===== config.mk =====
export PLATFORM = sky130hd
export DESIGN_NAME = module_state_sequencer
export DESIGN_NICKNAME = d
export VERILOG_FILES = /design/src/common/seq_pkg.sv /design/src/common/cond_if.sv /design/src/hw/sync_2ff.sv /design/src/hw/condition_logic.sv /design/src/hw/module_state_sequencer.sv
export VERILOG_INCLUDE_DIRS = /design/src /design/src/common
export SDC_FILE = /design/constraint.sdc
export NUM_CORES = 1
export LEC_CHECK = 0
export BUFFER_PORTS_ARGS = -buffer_cell sky130_fd_sc_hd__buf_2
export CAP_MARGIN = 40
export CORE_MARGIN = 8
export CORE_UTILIZATION = 43
export DETAILED_ROUTE_END_ITERATION = 6
export PLACE_DENSITY = 0.88
export SLEW_MARGIN = 30
export SYNTH_ARGS = -nofsm -noshare
export SYNTH_HDL_FRONTEND = slang
export SYNTH_HIERARCHICAL = 1
export SYNTH_SLANG_ARGS = --single-unit

===== constraint.sdc =====
create_clock -name clk -period 2.1 [get_ports clk]
set_input_delay 0.105 -clock clk [delete_from_list [all_inputs] [get_ports clk]]
set_output_delay 0.105 -clock clk [all_outputs]
set_load 0.01 [all_outputs]

===== src/common/seq_params.svh =====
// Purpose: Offsets, field positions, reset values and timing counts.
// Assumes: 200 MHz clock, 32-bit register port with byte addresses.
// Notes: Timing counts are derived from times in their own units.
`ifndef SEQ_PARAMS_SVH
`define SEQ_PARAMS_SVH

`define CLK_FREQ_MHZ 200
`define MGMT_INIT_TIME_US 2000
`define MGMT_INIT_CYCLES (`MGMT_INIT_TIME_US * `CLK_FREQ_MHZ)
`define TIMER_W 20

`define ADDR_W 8
`define DATA_W 32
`define REG_CTRL 8'h00
`define REG_STATUS 8'h04
`define REG_FAULT_EN 8'h08
`define REG_FLAG 8'h0C

`define CTRL_SOFT_RESET_BIT 0
`define CTRL_SW_LOWPOWER_BIT 1
`define CTRL_HW_ALLOW_BIT 2
`define FLAG_STATE_CHANGE_BIT 0

`define SW_LOWPOWER_RESET 1'b0
`define HW_ALLOW_RESET 1'b1
`define SOFT_RESET_RESET 1'b0

`define FAULT_W 4
`define FAULT_EN_RESET 4'hF

`define LANE_COUNT 8
`define DP_STATE_W 4
`define PATH_DEACTIVATED_STATE 4'h1

`define STATE_CODE_W 4
`define CODE_SHUTDOWN 4'h0
`define CODE_RESET 4'h1
`define CODE_MGMT_INIT 4'h2
`define CODE_LOW_POWER 4'h3
`define CODE_POWER_UP 4'h4
`define CODE_READY 4'h5
`define CODE_POWER_DOWN 4'h6
`define CODE_FAULT 4'h7

`endif


===== src/common/seq_pkg.sv =====
// Purpose: Types shared by the state sequencer modules.
// Assumes: Constants come from the params header.
// Notes: The main state is a single packed struct.
`include "seq_params.svh"

package seq_pkg;

   typedef enum logic [3:0] {
      ST_SHUTDOWN,
      ST_RESET,
      ST_MGMT_INIT,
      ST_LOW_POWER,
      ST_POWER_UP,
      ST_READY,
      ST_POWER_DOWN,
      ST_FAULT
   } seq_state_e;

   typedef logic [`DP_STATE_W-1:0] dp_state_t;

   typedef struct packed {
      seq_state_e st;
      logic soft_reset;
      logic sw_lowpower;
      logic hw_allow;
      logic flag;
      logic high_power;
      logic [`FAULT_W-1:0] fault_en;
      logic [`TIMER_W-1:0] timer;
      logic [`DATA_W-1:0] rdata;
   } seq_regs_s;

   typedef struct packed {
      logic s1;
      logic s2;
   } sync_bit_s;

endpackage : seq_pkg


===== src/common/cond_if.sv =====
// Purpose: Carries the transition condition inputs and results.
// Assumes: All signals are on the module clock.
// Notes: The producer computes, the consumer steers the state machine.
`include "seq_params.svh"

interface cond_if;
   import seq_pkg::*;
   logic soft_reset;
   logic sw_lowpower;
   logic hw_allow;
   logic [`FAULT_W-1:0] fault_en;
   logic [`FAULT_W-1:0] fault_in;
   logic droop;
   logic hw_reset;
   logic hw_lowpower;
   dp_state_t [`LANE_COUNT-1:0] dp_state;
   logic reset_condition;
   logic fault_condition;
   logic low_power_condition;
   logic ready_exit_condition;
   logic all_paths_idle_term;

   modport producer (
      input soft_reset, sw_lowpower, hw_allow, fault_en, fault_in,
      input droop, hw_reset, hw_lowpower, dp_state,
      output reset_condition, fault_condition, low_power_condition,
      output ready_exit_condition, all_paths_idle_term
   );

   modport consumer (
      output soft_reset, sw_lowpower, hw_allow, fault_en, fault_in,
      output droop, hw_reset, hw_lowpower, dp_state,
      input reset_condition, fault_condition, low_power_condition,
      input ready_exit_condition, all_paths_idle_term
   );
endinterface : cond_if


===== src/hw/sync_2ff.sv =====
// Purpose: Two flip-flop synchroniser for one asynchronous level.
// Assumes: Synchronous active-high reset.
// Notes: Only the second stage is visible outside.
module sync_2ff
   import seq_pkg::*;
#(
   parameter logic RESET_VALUE = 1'b0
) (
   input wire logic clk,
   input wire logic reset,
   input wire logic async_in,
   output logic sync_out
);
   sync_bit_s q;
   sync_bit_s d;

   always_comb begin
      d.s1 = async_in;
      d.s2 = q.s1;
   end

   always_ff @(posedge clk) begin
      if (reset) begin
         q <= '{s1: RESET_VALUE, s2: RESET_VALUE};
      end else begin
         q <= d;
      end
   end

   assign sync_out = q.s2;
endmodule : sync_2ff


===== src/hw/condition_logic.sv =====
// Purpose: Computes the transition conditions of the state machine.
// Assumes: Pin levels arrive already synchronised.
// Notes: Purely combinational.
`include "seq_params.svh"

module condition_logic
   import seq_pkg::*;
(
   cond_if.producer cif
);
   // True when every lane reports the deactivated path state.
   function automatic logic paths_idle(
      input dp_state_t [`LANE_COUNT-1:0] s);
      logic idle;
      idle = 1'b1;
      for (int i = 0; i < `LANE_COUNT; i++) begin
         idle = idle & (s[i] == `PATH_DEACTIVATED_STATE);
      end
      return idle;
   endfunction : paths_idle

   always_comb begin
      cif.reset_condition = cif.droop | cif.hw_reset | cif.soft_reset;
      cif.fault_condition = |(cif.fault_in & cif.fault_en);
      cif.low_power_condition = cif.sw_lowpower
         | (cif.hw_allow & cif.hw_lowpower);
      cif.all_paths_idle_term = paths_idle(cif.dp_state);
      cif.ready_exit_condition = cif.low_power_condition
         & cif.all_paths_idle_term;
   end
endmodule : condition_logic


===== src/hw/module_state_sequencer.sv =====
// Purpose: Module-wide reset, initialisation and power state sequencer.
// Assumes: Pins and droop detector are asynchronous; the rest is on clk.
// Notes: Registers are reached over a plain strobe port.
`include "seq_params.svh"

module module_state_sequencer
   import seq_pkg::*;
#(
   parameter logic [`TIMER_W-1:0] MGMT_INIT_CYCLES =
      `TIMER_W'(`MGMT_INIT_CYCLES)
) (
   input wire logic clk,
   input wire logic reset,
   input wire logic hw_reset_pin,
   input wire logic hw_lowpower_pin,
   input wire logic supply_droop_reset,
   input wire logic [`FAULT_W-1:0] fault_in,
   input wire dp_state_t [`LANE_COUNT-1:0] dp_state,
   input wire logic mgmt_ready,
   input wire logic powerup_done,
   input wire logic powerdown_done,
   input wire logic shutdown_done,
   input wire logic [`ADDR_W-1:0] addr,
   input wire logic [`DATA_W-1:0] wdata,
   input wire logic wr,
   input wire logic rd,
   output logic [`DATA_W-1:0] rdata,
   output logic mgmt_if_reset,
   output logic electronics_reset,
   output logic mgmt_access_en,
   output logic high_power_en,
   output logic state_change_flag,
   output logic [`STATE_CODE_W-1:0] state_code
);

   localparam seq_regs_s REGS_RESET = '{
      st: ST_RESET,
      soft_reset: `SOFT_RESET_RESET,
      sw_lowpower: `SW_LOWPOWER_RESET,
      hw_allow: `HW_ALLOW_RESET,
      flag: 1'b0,
      high_power: 1'b0,
      fault_en: `FAULT_EN_RESET,
      timer: '0,
      rdata: '0
   };

   seq_regs_s q;
   seq_regs_s d;
   cond_if cif ();

   logic hw_reset_s;
   logic hw_lowpower_s;
   logic droop_s;
   logic rc;
   logic fc;
   logic lpc;
   logic rex;
   logic entered;
   logic bus_open;

   sync_2ff #(
      .RESET_VALUE(1'b0)
   ) u_sync_reset (
      .clk(clk),
      .reset(reset),
      .async_in(hw_reset_pin),
      .sync_out(hw_reset_s)
   );

   sync_2ff #(
      .RESET_VALUE(1'b0)
   ) u_sync_lowpower (
      .clk(clk),
      .reset(reset),
      .async_in(hw_lowpower_pin),
      .sync_out(hw_lowpower_s)
   );

   sync_2ff #(
      .RESET_VALUE(1'b0)
   ) u_sync_droop (
      .clk(clk),
      .reset(reset),
      .async_in(supply_droop_reset),
      .sync_out(droop_s)
   );

   condition_logic u_cond (
      .cif(cif.producer)
   );

   assign cif.soft_reset = q.soft_reset;
   assign cif.sw_lowpower = q.sw_lowpower;
   assign cif.hw_allow = q.hw_allow;
   assign cif.fault_en = q.fault_en;
   assign cif.fault_in = fault_in;
   assign cif.droop = droop_s;
   assign cif.hw_reset = hw_reset_s;
   assign cif.hw_lowpower = hw_lowpower_s;
   assign cif.dp_state = dp_state;

   assign rc = cif.reset_condition;
   assign fc = cif.fault_condition;
   assign lpc = cif.low_power_condition;
   assign rex = cif.ready_exit_condition;

   // Maps a state to the code software reads back.
   function automatic logic [`STATE_CODE_W-1:0] code_of(
      input seq_state_e s);
      logic [`STATE_CODE_W-1:0] c;
      c = `CODE_RESET;
      case (s)
         ST_SHUTDOWN: c = `CODE_SHUTDOWN;
         ST_RESET: c = `CODE_RESET;
         ST_MGMT_INIT: c = `CODE_MGMT_INIT;
         ST_LOW_POWER: c = `CODE_LOW_POWER;
         ST_POWER_UP: c = `CODE_POWER_UP;
         ST_READY: c = `CODE_READY;
         ST_POWER_DOWN: c = `CODE_POWER_DOWN;
         ST_FAULT: c = `CODE_FAULT;
         default: c = `CODE_RESET;
      endcase
      return c;
   endfunction : code_of

   // True when the exit condition of a flagged state already holds.
   function automatic logic exit_holds(
      input seq_state_e s,
      input logic r,
      input logic f,
      input logic lp,
      input logic rx);
      logic h;
      h = 1'b0;
      case (s)
         ST_LOW_POWER: h = r | f | ~lp;
         ST_READY: h = r | f | rx;
         ST_FAULT: h = r;
         default: h = 1'b0;
      endcase
      return h;
   endfunction : exit_holds

   // True for the states whose entry raises the state change flag.
   function automatic logic flags_on_entry(input seq_state_e s);
      logic f;
      f = 1'b0;
      case (s)
         ST_LOW_POWER: f = 1'b1;
         ST_READY: f = 1'b1;
         ST_FAULT: f = 1'b1;
         default: f = 1'b0;
      endcase
      return f;
   endfunction : flags_on_entry

   // Writes are dropped while the management side is held or initialising.
   assign bus_open = (q.st != ST_RESET) && (q.st != ST_SHUTDOWN)
      && (q.st != ST_MGMT_INIT);

   always_comb begin
      d = q;
      entered = 1'b0;

      case (q.st)
         ST_RESET: begin
            d.high_power = 1'b0;
            d.soft_reset = 1'b0;
            if (!rc) begin
               d.st = ST_MGMT_INIT;
               d.timer = '0;
               d.sw_lowpower = `SW_LOWPOWER_RESET;
               d.hw_allow = `HW_ALLOW_RESET;
               d.fault_en = `FAULT_EN_RESET;
            end
         end
         ST_MGMT_INIT: begin
            if (rc) begin
               d.st = ST_SHUTDOWN;
            end else if (fc) begin
               d.st = ST_FAULT;
            end else if (mgmt_ready
               || q.timer >= MGMT_INIT_CYCLES - `TIMER_W'(1)) begin
               d.st = ST_LOW_POWER;
            end else begin
               d.timer = q.timer + `TIMER_W'(1);
            end
         end
         ST_LOW_POWER: begin
            if (rc) begin
               d.st = ST_SHUTDOWN;
            end else if (fc) begin
               d.st = ST_FAULT;
            end else if (!lpc) begin
               d.st = ST_POWER_UP;
               d.high_power = 1'b1;
            end
         end
         ST_POWER_UP: begin
            if (rc) begin
               d.st = ST_SHUTDOWN;
            end else if (fc) begin
               d.st = ST_FAULT;
               d.high_power = 1'b0;
            end else if (lpc) begin
               d.st = ST_POWER_DOWN;
            end else if (powerup_done) begin
               d.st = ST_READY;
            end
         end
         ST_READY: begin
            if (rc) begin
               d.st = ST_SHUTDOWN;
            end else if (fc) begin
               d.st = ST_FAULT;
               d.high_power = 1'b0;
            end else if (rex) begin
               d.st = ST_POWER_DOWN;
            end
         end
         ST_POWER_DOWN: begin
            if (rc) begin
               d.st = ST_SHUTDOWN;
            end else if (fc) begin
               d.st = ST_FAULT;
               d.high_power = 1'b0;
            end else if (powerdown_done) begin
               d.st = ST_LOW_POWER;
               d.high_power = 1'b0;
            end
         end
         ST_FAULT: begin
            d.high_power = 1'b0;
            if (rc) begin
               d.st = ST_SHUTDOWN;
            end
         end
         ST_SHUTDOWN: begin
            if (shutdown_done) begin
               d.st = ST_RESET;
               d.high_power = 1'b0;
            end
         end
         default: begin
            d.st = ST_RESET;
         end
      endcase

      entered = (d.st != q.st) && flags_on_entry(d.st)
         && !exit_holds(d.st, rc, fc, lpc, rex);

      d.rdata = '0;
      if (rd) begin
         case (addr)
            `REG_CTRL: begin
               d.rdata[`CTRL_SOFT_RESET_BIT] = q.soft_reset;
               d.rdata[`CTRL_SW_LOWPOWER_BIT] = q.sw_lowpower;
               d.rdata[`CTRL_HW_ALLOW_BIT] = q.hw_allow;
            end
            `REG_STATUS: begin
               d.rdata[`STATE_CODE_W-1:0] = code_of(q.st);
            end
            `REG_FAULT_EN: begin
               d.rdata[`FAULT_W-1:0] = q.fault_en;
            end
            `REG_FLAG: begin
               d.rdata[`FLAG_STATE_CHANGE_BIT] = q.flag;
            end
            default: begin
               d.rdata = '0;
            end
         endcase
      end

      if (wr && bus_open) begin
         case (addr)
            `REG_CTRL: begin
               d.soft_reset = wdata[`CTRL_SOFT_RESET_BIT];
               d.sw_lowpower = wdata[`CTRL_SW_LOWPOWER_BIT];
               d.hw_allow = wdata[`CTRL_HW_ALLOW_BIT];
            end
            `REG_FAULT_EN: begin
               d.fault_en = wdata[`FAULT_W-1:0];
            end
            `REG_FLAG: begin
               if (wdata[`FLAG_STATE_CHANGE_BIT]) begin
                  d.flag = 1'b0;
               end
            end
            default: begin
               d.flag = d.flag;
            end
         endcase
      end

      if (entered) begin
         d.flag = 1'b1;
      end
   end

   always_ff @(posedge clk) begin
      if (reset) begin
         q <= REGS_RESET;
      end else begin
         q <= d;
      end
   end

   always_comb begin
      mgmt_if_reset = (q.st == ST_RESET) || (q.st == ST_SHUTDOWN);
      electronics_reset = (q.st == ST_RESET)
         || (q.st == ST_SHUTDOWN);
      mgmt_access_en = (q.st == ST_LOW_POWER) || (q.st == ST_POWER_UP)
         || (q.st == ST_READY) || (q.st == ST_POWER_DOWN)
         || (q.st == ST_FAULT);
      high_power_en = q.high_power;
   end

   assign rdata = q.rdata;
   assign state_change_flag = q.flag;
   assign state_code = code_of(q.st);
endmodule : module_state_sequencer


After elaboration in Yosys (flattened, before gate mapping)
Memory sizes are Yosys's and may differ from the RTL's. A register that Yosys moved wholly into a read port is not among the register bits.
Cells that the tools add are included.
{ "op_classes": {"eq_ne": 36, "add_sub_neg": 1, "n_mul": 0, "n_div": 0, "bitwise": 18, "n_reduce_logical": 28, "shifts": 0, "order_cmp": 1, "n_mux": 54} }
{ "op_table": {"columns": ["operator", "n"], "rows": [
  ["$mux W4", 25],
  ["$mux W20", 3],
  ["$pmux W20 S2", 1],
  ["$eq A4 B1 Y1 const B", 9],
  ["$pmux W4 S8", 1],
  ["$eq A4 B3 Y1 const B", 6],
  ["$mux W24", 1],
  ["$add A20 B1 Y20 const B", 1],
  ["$ge A20 B19 Y1 const B", 1],
  ["$ne A2 B2 Y1 const B", 10],
  ["$eq A8 B4 Y1 const B", 2],
  ["$mux W1", 13],
  ["$eq A4 B2 Y1 const B", 3],
  ["$mux W3", 4],
  ["$and A1 B1 Y1", 9],
  ["$reduce_and A9 Y1", 1],
  ["$eq A8 B3 Y1 const B", 1],
  ["$logic_not A8 Y1", 1],
  ["$reduce_bool A2 Y1", 4],
  ["$logic_or A1 B1 Y1", 6],
  ["$or A1 B1 Y1", 6],
  ["$pmux W2 S3", 1],
  ["$reduce_or A2 Y1", 3],
  ["$logic_and A1 B1 Y1", 5],
  ["20 further kinds", 21]
]} }
{ "totals": {"register_bits": 71, "latchBits": 0, "out_inout_bits": 41, "inputBits": 87, "memories": 2, "word_cells": 156, "mem_bits_rw": 0, "romBits": 48} }
{ "mem_list": {"columns": ["memory", "depth", "width", "rd", "rd_ports_with_merged_regs", "wr", "line_no", "source"], "rows": [
  ["(name not given)", 8, 3, 1, 1, 0, "module_state_sequencer.sv:113", "case (s)"],
  ["(name not given)", 8, 3, 1, 1, 0, "module_state_sequencer.sv:113", null]
]} }

Depth between registers and ports, before layout
Gate-level depths: netlist (run 1).
{ "logic_depth": {"depth_word": 20, "depth_mapped": 9, "mapped_depth_nobuf": 8} }

Hierarchy
The synthesis (run 1) kept the hierarchy.
{ "by_module_without_submodules": {"columns": ["mod", "seq_area_each_um2", "n_inst", "cells_per_inst", "area_per_inst_um2"], "rows": [
  ["module_state_sequencer", 740.7, 1, 309, 2519.9],
  ["condition_logic", 0.0, 1, 17, 181.4],
  ["sync_2ff", 40.0, 3, 4, 52.6]
]} }

Worst setup path after synthesis (run 1)
OpenSTA, ideal clock, no wires.
{ "synth_timing": {"kind": "register to register", "start": "register u_sync_reset.q (netlist bit u_sync_reset/sync_out)", "end": "register q[39] (netlist bit)", "synth_period_minus_slack_ns": 2.179, "stages_incl_launch_ff": 8, "required_ns": 2.041, "setup_time_ns": 0.059, "setup_slack_ns": -0.079, "n_path_buf": 1, "t_arrival_ns": 2.120, "cell_sequence": "dfxtp_1 > or3_1 > or3b_1 > a211oi_2 > o21ai_2 > buf_6 > or4_1 > nand2_1"} }
{ "synth_via": {"elab_chain_cells": 4, "word_cells_on_any_way": 5, "cone_classes": "2 x eq/ne; 2 x bitwise; 1 x reduce/logical"} }
{ "synth_lines": {"columns": ["item", "line_no", "source"], "rows": [
  ["start, declared", "sync_2ff.sv:14", "sync_bit_s q;"],
  ["start signal, assigned", "sync_2ff.sv:24", "q <= '{s1: RESET_VALUE, s2: RESET_VALUE};"],
  ["$or A1 B1 Y1 * (2 in a row)", "condition_logic.sv:23", "cif.reset_condition = cif.droop | cif.hw_reset | cif.soft_reset;"],
  ["net cif.reset_condition", "cond_if.sv:17", "logic reset_condition;"],
  ["$ne A2 B2 Y1 (no line)", null, null],
  ["$reduce_and A5 Y1 (no line) *", null, null],
  ["end signal, assigned", "module_state_sequencer.sv:304", "q <= REGS_RESET;"],
  ["end signal, assigned", "module_state_sequencer.sv:306", "q <= d;"],
  ["end, declared", "module_state_sequencer.sv:48", "seq_regs_s q;"]
]} }
Mark *: on every way through the listed nets, which the timed path passes. The rest lies on a longest branch.
A chain may end at the register's enable or synchronous reset.

Worst setup path in the final report (run 1)
{ "layout_timing": {"start": "register u_sync_reset.q (netlist bit u_sync_reset/sync_out)", "end": "register q[43] (netlist bit)"} }
Same word-level chain as after synthesis.

==> results of run 1 <==
==> how the worst min path moves through the flow <==
stage / end / slack (ns)
2_1_floorplan: u_sync_droop/d[0] / 0.18
3_3_place_gp: u_sync_lowpower/d[0] / 0.32
3_5_place_dp: u_sync_reset/d[0] / 0.32
4_1_cts: u_sync_reset/d[0] / 0.02
5_1_grt: u_sync_lowpower/d[0] / 0.03
6_report: u_sync_reset/d[0] / 0.02
==> placed cells by master (no fill, tap or decap), drive strengths merged, types with 9 or more instances in the layout <==
cell     n
nor3     9
o21ai   12
a21oi   22
nand2   11
conb    30
nor2b   10
nor4b    9
nand4    9
nor2    21
buf    104
and3     9
dfxtp   43
==> timing repair <==
item	in CTS	in global routing
resized for setup	5	22
endpoints found under the setup margin	16	21
hold buffers	0	0
buffers inserted	0	4
cloned	0	1
pin swaps	0	19
==> metal layers <==
metal | wire length (um) | share of wire [%] | up-vias
li1 | - | - | 1388
met1 | 3300 | 40 | 1368
met2 | 4060 | 49 | 134
met3 | 679 | 8.3 | 21
met4 | 182 | 2.2 | 0
met5 | 0 | 0 | -
==> stage by stage <==
stage / instance area (sq um) / setup WS, ns / setup TNS, ns
2_1_floorplan: 2970 / -0.0165 / -0.0459
3_3_place_gp: 3290 / -0.0934 / -0.323
3_5_place_dp: 3290 / -0.157 / -1.15
4_1_cts: 3430 / -0.127 / -1.11
5_1_grt: 3560 / -0.251 / -3.50
6_report: 3560 / -0.203 / -1.79
==> where the power goes <==
group	total, uW	internal [uW]	switching [uW]
Clock	668	385	283
Sequential	840	826	13.6
Combinational	336	153	183
Total	1840	1360	480
==> flip-flops by register name (all words and copies together) (netlist names) <==
signal and flops:
u_sync_reset/sync_out 1, high_power_en 1, cif.fault_en 4, u_sync_droop/sync_out 1, cif.soft_reset 1, state_change_flag 1, cif.sw_lowpower 1, u_sync_reset/d 1
u_sync_lowpower/d 1, cif.hw_allow 1, rdata 4, q 24, u_sync_droop/d 1, u_sync_lowpower/sync_out 1
==> worst max-delay path, stage by stage, from the launching register on <==
cell	delay, ns
dfxtp_1	0.31
or3_4	0.38
or3b_4	0.39
a211oi_4	0.30
buf_4	0.17
o2111a_2	0.27
buf_6	0.13
nand4bb_1	0.13
a21oi_1	0.17
==> area by class of cell <==
class / instances / area, sq um
Sequential cell: 43 / 861
Multi-Input combinational cell: 261 / 1820
Inverter: 7 / 26.3
Clock inverter: 2 / 35.0
Clock buffer: 6 / 82.6
Tap cell: 77 / 96.3
Timing Repair Buffer: 105 / 634
Fill cell: 538 / 2830
==> impl_metrics.csv, run 1 <==
group,metric,value,unit
drt,wire_per_inst,16.4,um
drt,drt-pass1-iter-count,5,
grt,grt_pass1_vias,2834,
floorplanning,start_util,44.7,%
setup_path,endpoint,"q[43]",
drt,drc,0,
setup_path,cp-start-kind,"flop",
timing,setup_viol,20,
placement,routabilityCongestion,0.861,
clocking,clock_latency,0.30,ns
setup_path,path_max_fanout,5,
setup_path,startpoint,"u_sync_reset/sync_out",
clocking,htreeDepth,2,
clocking,path_clk_slew,0.09,ns
timing,relSlewSlack,63.8,%
run_status,status,"finished with violations",
grt,antenna_found_initial,0,
floorplanning,die_y,97.5,um
cells_and_area,drive_above_1_share,35.4,%
timing,post-route-period-util,110,%
run_status,violations,"negative setup slack",
worst_hold_path,hold_depth,2,
drt,drt_iter0_drc,252,
grt,met1_usage,18.7,%
setup_path,cp.required,2.33,ns
drt,routed_wl,8230,um
synth,avgSynthCellArea,8.47,sq um
grt,grt_busiest_layer,"met2",
timing,fin_skew,0.0120,ns
grt,grt_use_met3,4.48,%
timing,drv_slew,0,
synth,synth_area,2860,sq um
floorplanning,die_area,9500,sq um
clocking,root_buffer,"clkbuf_8",
cells_and_area,area.growth.synth_to_final,24.7,%
cells_and_area,num_antenna_cells,0,
setup_path,r2r_setup_slack,-0.20,ns
drt,via_count,2911,
grt,grt_use_met2,28.1,%
grt,grt_start_max_net_pins,24,
floorplanning,num_rows,29,
timing,rsz0062_at_grt,"true",
setup_path,crit_arrival,2.54,ns
timing,layout_min_cycle_time,2.30,ns
drt,ant_nets,0,
grt,grt_overflow,0,
clocking,cts.sinks,43,
timing,tightest_slew,0.542,ns
setup_path,r2r-start,"u_sync_reset/sync_out",
clocking,cts_max_path_buffers,2,
pwr,p_leak,0.00156,uW
timing,timing.fmax,434,MHz
placement,dpl.cell_count,488,
timing,hold_ws,0.0205,ns
setup_path,endpoint_kind,"flop",
placement,port_buffers,70,
floorplanning,fp.coreArea,6390,sq um
pwr,vdd_drop_max,0.368,mV
timing,worst_slack,-0.203,ns
drt,viasPerCell,5.81,
setup_path,reg2reg_depth,8,
synth,ys_warn_count,6,
setup_path,path_class,"reg -> reg",
worst_hold_path,hold_class,"in -> reg",
floorplanning,io_pins,128,
placement,dp_hpwl,6090,um
grt,grt_pass1_wl,13500,um
timing,hold_violations,0,
clocking,cts_buffers,5,
synth,syn-instance-count,337,
cells_and_area,post-route-util,55.7,%
setup_path,worstReg2RegEnd,"q[43]",
clocking,cts_tree,"yes",
floorplanning,fp.dieW,97.5,um
cells_and_area,finalNetCount,511,
grt,track_usage,16.3,%
cells_and_area,finalNonFillerCells,501,
flow_run,drv_cap,0,
worst_hold_path,worstHoldStart,"hw_reset_pin",
pwr,finalPower,1840,uW
pwr,powerDensity,518,nW/um^2
(Power assumes the default switching activity.)
==> run 2, diff against run 1 <==
--- a/config.mk
+++ b/config.mk
@@ -12,6 +12,7 @@
 export CORE_UTILIZATION = 43
 export DETAILED_ROUTE_END_ITERATION = 6
 export PLACE_DENSITY = 0.88
+export SKIP_LAST_GASP = 1
 export SLEW_MARGIN = 30
 export SYNTH_ARGS = -nofsm -noshare
 export SYNTH_HDL_FRONTEND = slang
==> impl_metrics.csv, run 2 (synthesis results as in run 1) <==
group,metric,value,unit
setup_path,cp.required,2.34,ns
pwr,powerDensity,519,nW/um^2
grt,track_usage,16.3,%
timing,setup_viol,20,
setup_path,endpoint_kind,"flop",
pwr,clockPowerShare,36.3,%
setup_path,crit_arrival,2.54,ns
grt,antenna_found_initial,0,
setup_path,path_class,"reg -> reg",
pwr,pwr-share-seq,45.5,%
worst_hold_path,hold_depth,2,
floorplanning,start_util,44.7,%
pwr,vdd_drop_max,0.369,mV
cells_and_area,final_cell_mix,"71 x buf_2, 43 x dfxtp_1, 30 x conb_1",
setup_path,r2r-start,"u_sync_reset/sync_out",
timing,worst_slack,-0.202,ns
setup_path,reg2reg_depth,8,
drt,ant_nets,0,
floorplanning,fp.dieW,97.5,um
floorplanning,fp.coreArea,6390,sq um
worst_hold_path,whs_endpoint,"u_sync_reset/d[0]",
setup_path,cp_cell_sequence,"or3_4 > or3b_4 > a211oi_4 > buf_4 > o2111a_2 > buf_6 > nand4bb_1 > a21oi_1",
pwr,power_frac_comb,18.2,%
placement,dp_hpwl,6090,um
timing,layout_min_cycle_time,2.30,ns
worst_hold_path,hold_class,"in -> reg",
timing,timing.fmax,434,MHz
placement,port_buffers,70,
timing,fin_skew,0.0128,ns
clocking,path_clk_slew,0.09,ns
setup_path,worstReg2RegEnd,"q[43]",
flow_run,drv_cap,0,
run_status,violations,"negative setup slack",
worst_hold_path,worstHoldStart,"hw_reset_pin",
drt,drt_iter0_drc,260,
setup_path,r2r_setup_slack,-0.20,ns
clocking,cts_buffers,5,
setup_path,path_max_fanout,5,
timing,drv_slew,0,
timing,post-route-period-util,110,%
cells_and_area,largest_reg_flops,24,
pwr,p_int,1360,uW
placement,pre_cts_ws,-0.157,ns
pwr,p_leak,0.00156,uW
timing,tightest_slew,0.542,ns
timing,relSlewSlack,63.8,%
clocking,hold_buffers,0,
cells_and_area,mostFrequentLayoutCell,"buf_2",
run_status,status,"finished with violations",
cells_and_area,area.growth.synth_to_final,24.7,%
floorplanning,die_area,9500,sq um
clocking,cts_max_path_buffers,2,
floorplanning,die_y,97.5,um
floorplanning,io_pins,128,
pwr,sw_frac_of_total,26.1,%
drt,wire_per_inst,16.5,um
clocking,clock_latency,0.30,ns
clocking,root_buffer,"clkbuf_8",
clocking,htreeDepth,2,
pwr,finalPower,1850,uW
grt,grt_pass1_wl,13500,um
clocking,cts.sinks,43,
grt,grt_overflow,0,
setup_path,slowest_stage,"or3b_4",
clocking,cts_tree,"yes",
floorplanning,num_rows,29,
cells_and_area,num_antenna_cells,0,
grt,grt_start_max_net_pins,24,
cells_and_area,drive_above_1_share,35.4,%
setup_path,cp-start-kind,"flop",
drt,via_count,2956,
drt,viasPerCell,5.90,
placement,routabilityCongestion,0.861,
pwr,switchingPower,482,uW
timing,hold_violations,0,
drt,drt-pass1-iter-count,5,
drt,drc,0,
setup_path,slowest_delay,0.39,ns
timing,rsz0062_at_grt,"true",
grt,grt_pass1_vias,2834,
cells_and_area,regMostFlops,"q",
drt,routed_wl,8290,um
cells_and_area,finalNetCount,511,
-- run 2: through the flow --
| stage | hold WS, ns | instances | utilization (%) | setup TNS [ns] | area [sq um] |
|---|---|---|---|---|---|
| 2_1_floorplan | 0.177 | 366 | - | -0.0459 | 2970 |
| 3_3_place_gp | 0.320 | 488 | 51.5 | -0.323 | 3290 |
| 3_5_place_dp | 0.323 | 488 | 51.5 | -1.15 | 3290 |
| 4_1_cts | 0.0165 | 496 | 53.7 | -1.11 | 3430 |
| 5_1_grt | 0.0292 | 501 | 55.7 | -3.61 | 3560 |
| 6_report | 0.0184 | 501 | 55.7 | -1.91 | 3560 |
-- run 2: worst max path at each step --
stage	end	slack, ns	cells past startpoint	from
2_1_floorplan	q[39]	-0.02	7	u_sync_reset/sync_out
3_3_place_gp	state_change_flag	-0.09	7	u_sync_reset/sync_out
3_5_place_dp	state_change_flag	-0.16	7	u_sync_reset/sync_out
4_1_cts	state_change_flag	-0.13	7	u_sync_reset/sync_out
5_1_grt	q[39]	-0.25	7	u_sync_reset/sync_out
6_report	q[43]	-0.20	8	u_sync_reset/sync_out
-- run 2: area by class of cell --
cell class	count	area, sq um
Multi-Input combinational cell	261	1820
Timing Repair Buffer	105	634
Clock inverter	2	35.0
Clock buffer	6	82.6
Sequential cell	43	861
Inverter	7	26.3
Tap cell	77	96.3
Fill cell	538	2830
-- run 2: critical path, delay by kind of cell (launching register included) --
kind,cells,cell delay (ns)
flops,1,0.31
buf+inv,2,0.30
simple gates,3,0.90
compound gates,3,0.73
-- run 2: power by group through the flow --
stage	Combinational [uW]	Sequential, uW	Clock (uW)
6_report	337	840	669
5_1_grt	365	841	702
3_5_place_dp	292	857	0
4_1_cts	298	838	672
2_1_floorplan	214	853	0
3_3_place_gp	283	856	0
-- run 2: layer usage --
metal,wire length [um],vias up,track usage [%]
li1,-,1380,-
met1,3320,1414,18.7
met2,4060,141,28.1
met3,725,21,4.48
met4,183,0,5.94
met5,0,-,0
-- run 2: what timing repair did --
| action | in CTS | in global routing |
|---|---|---|
| gates cloned | 0 | 1 |
| endpoints found under the setup margin | 16 | 21 |
| pin swaps | 0 | 18 |
| resized for setup | 5 | 22 |
| setup buffers | 0 | 4 |
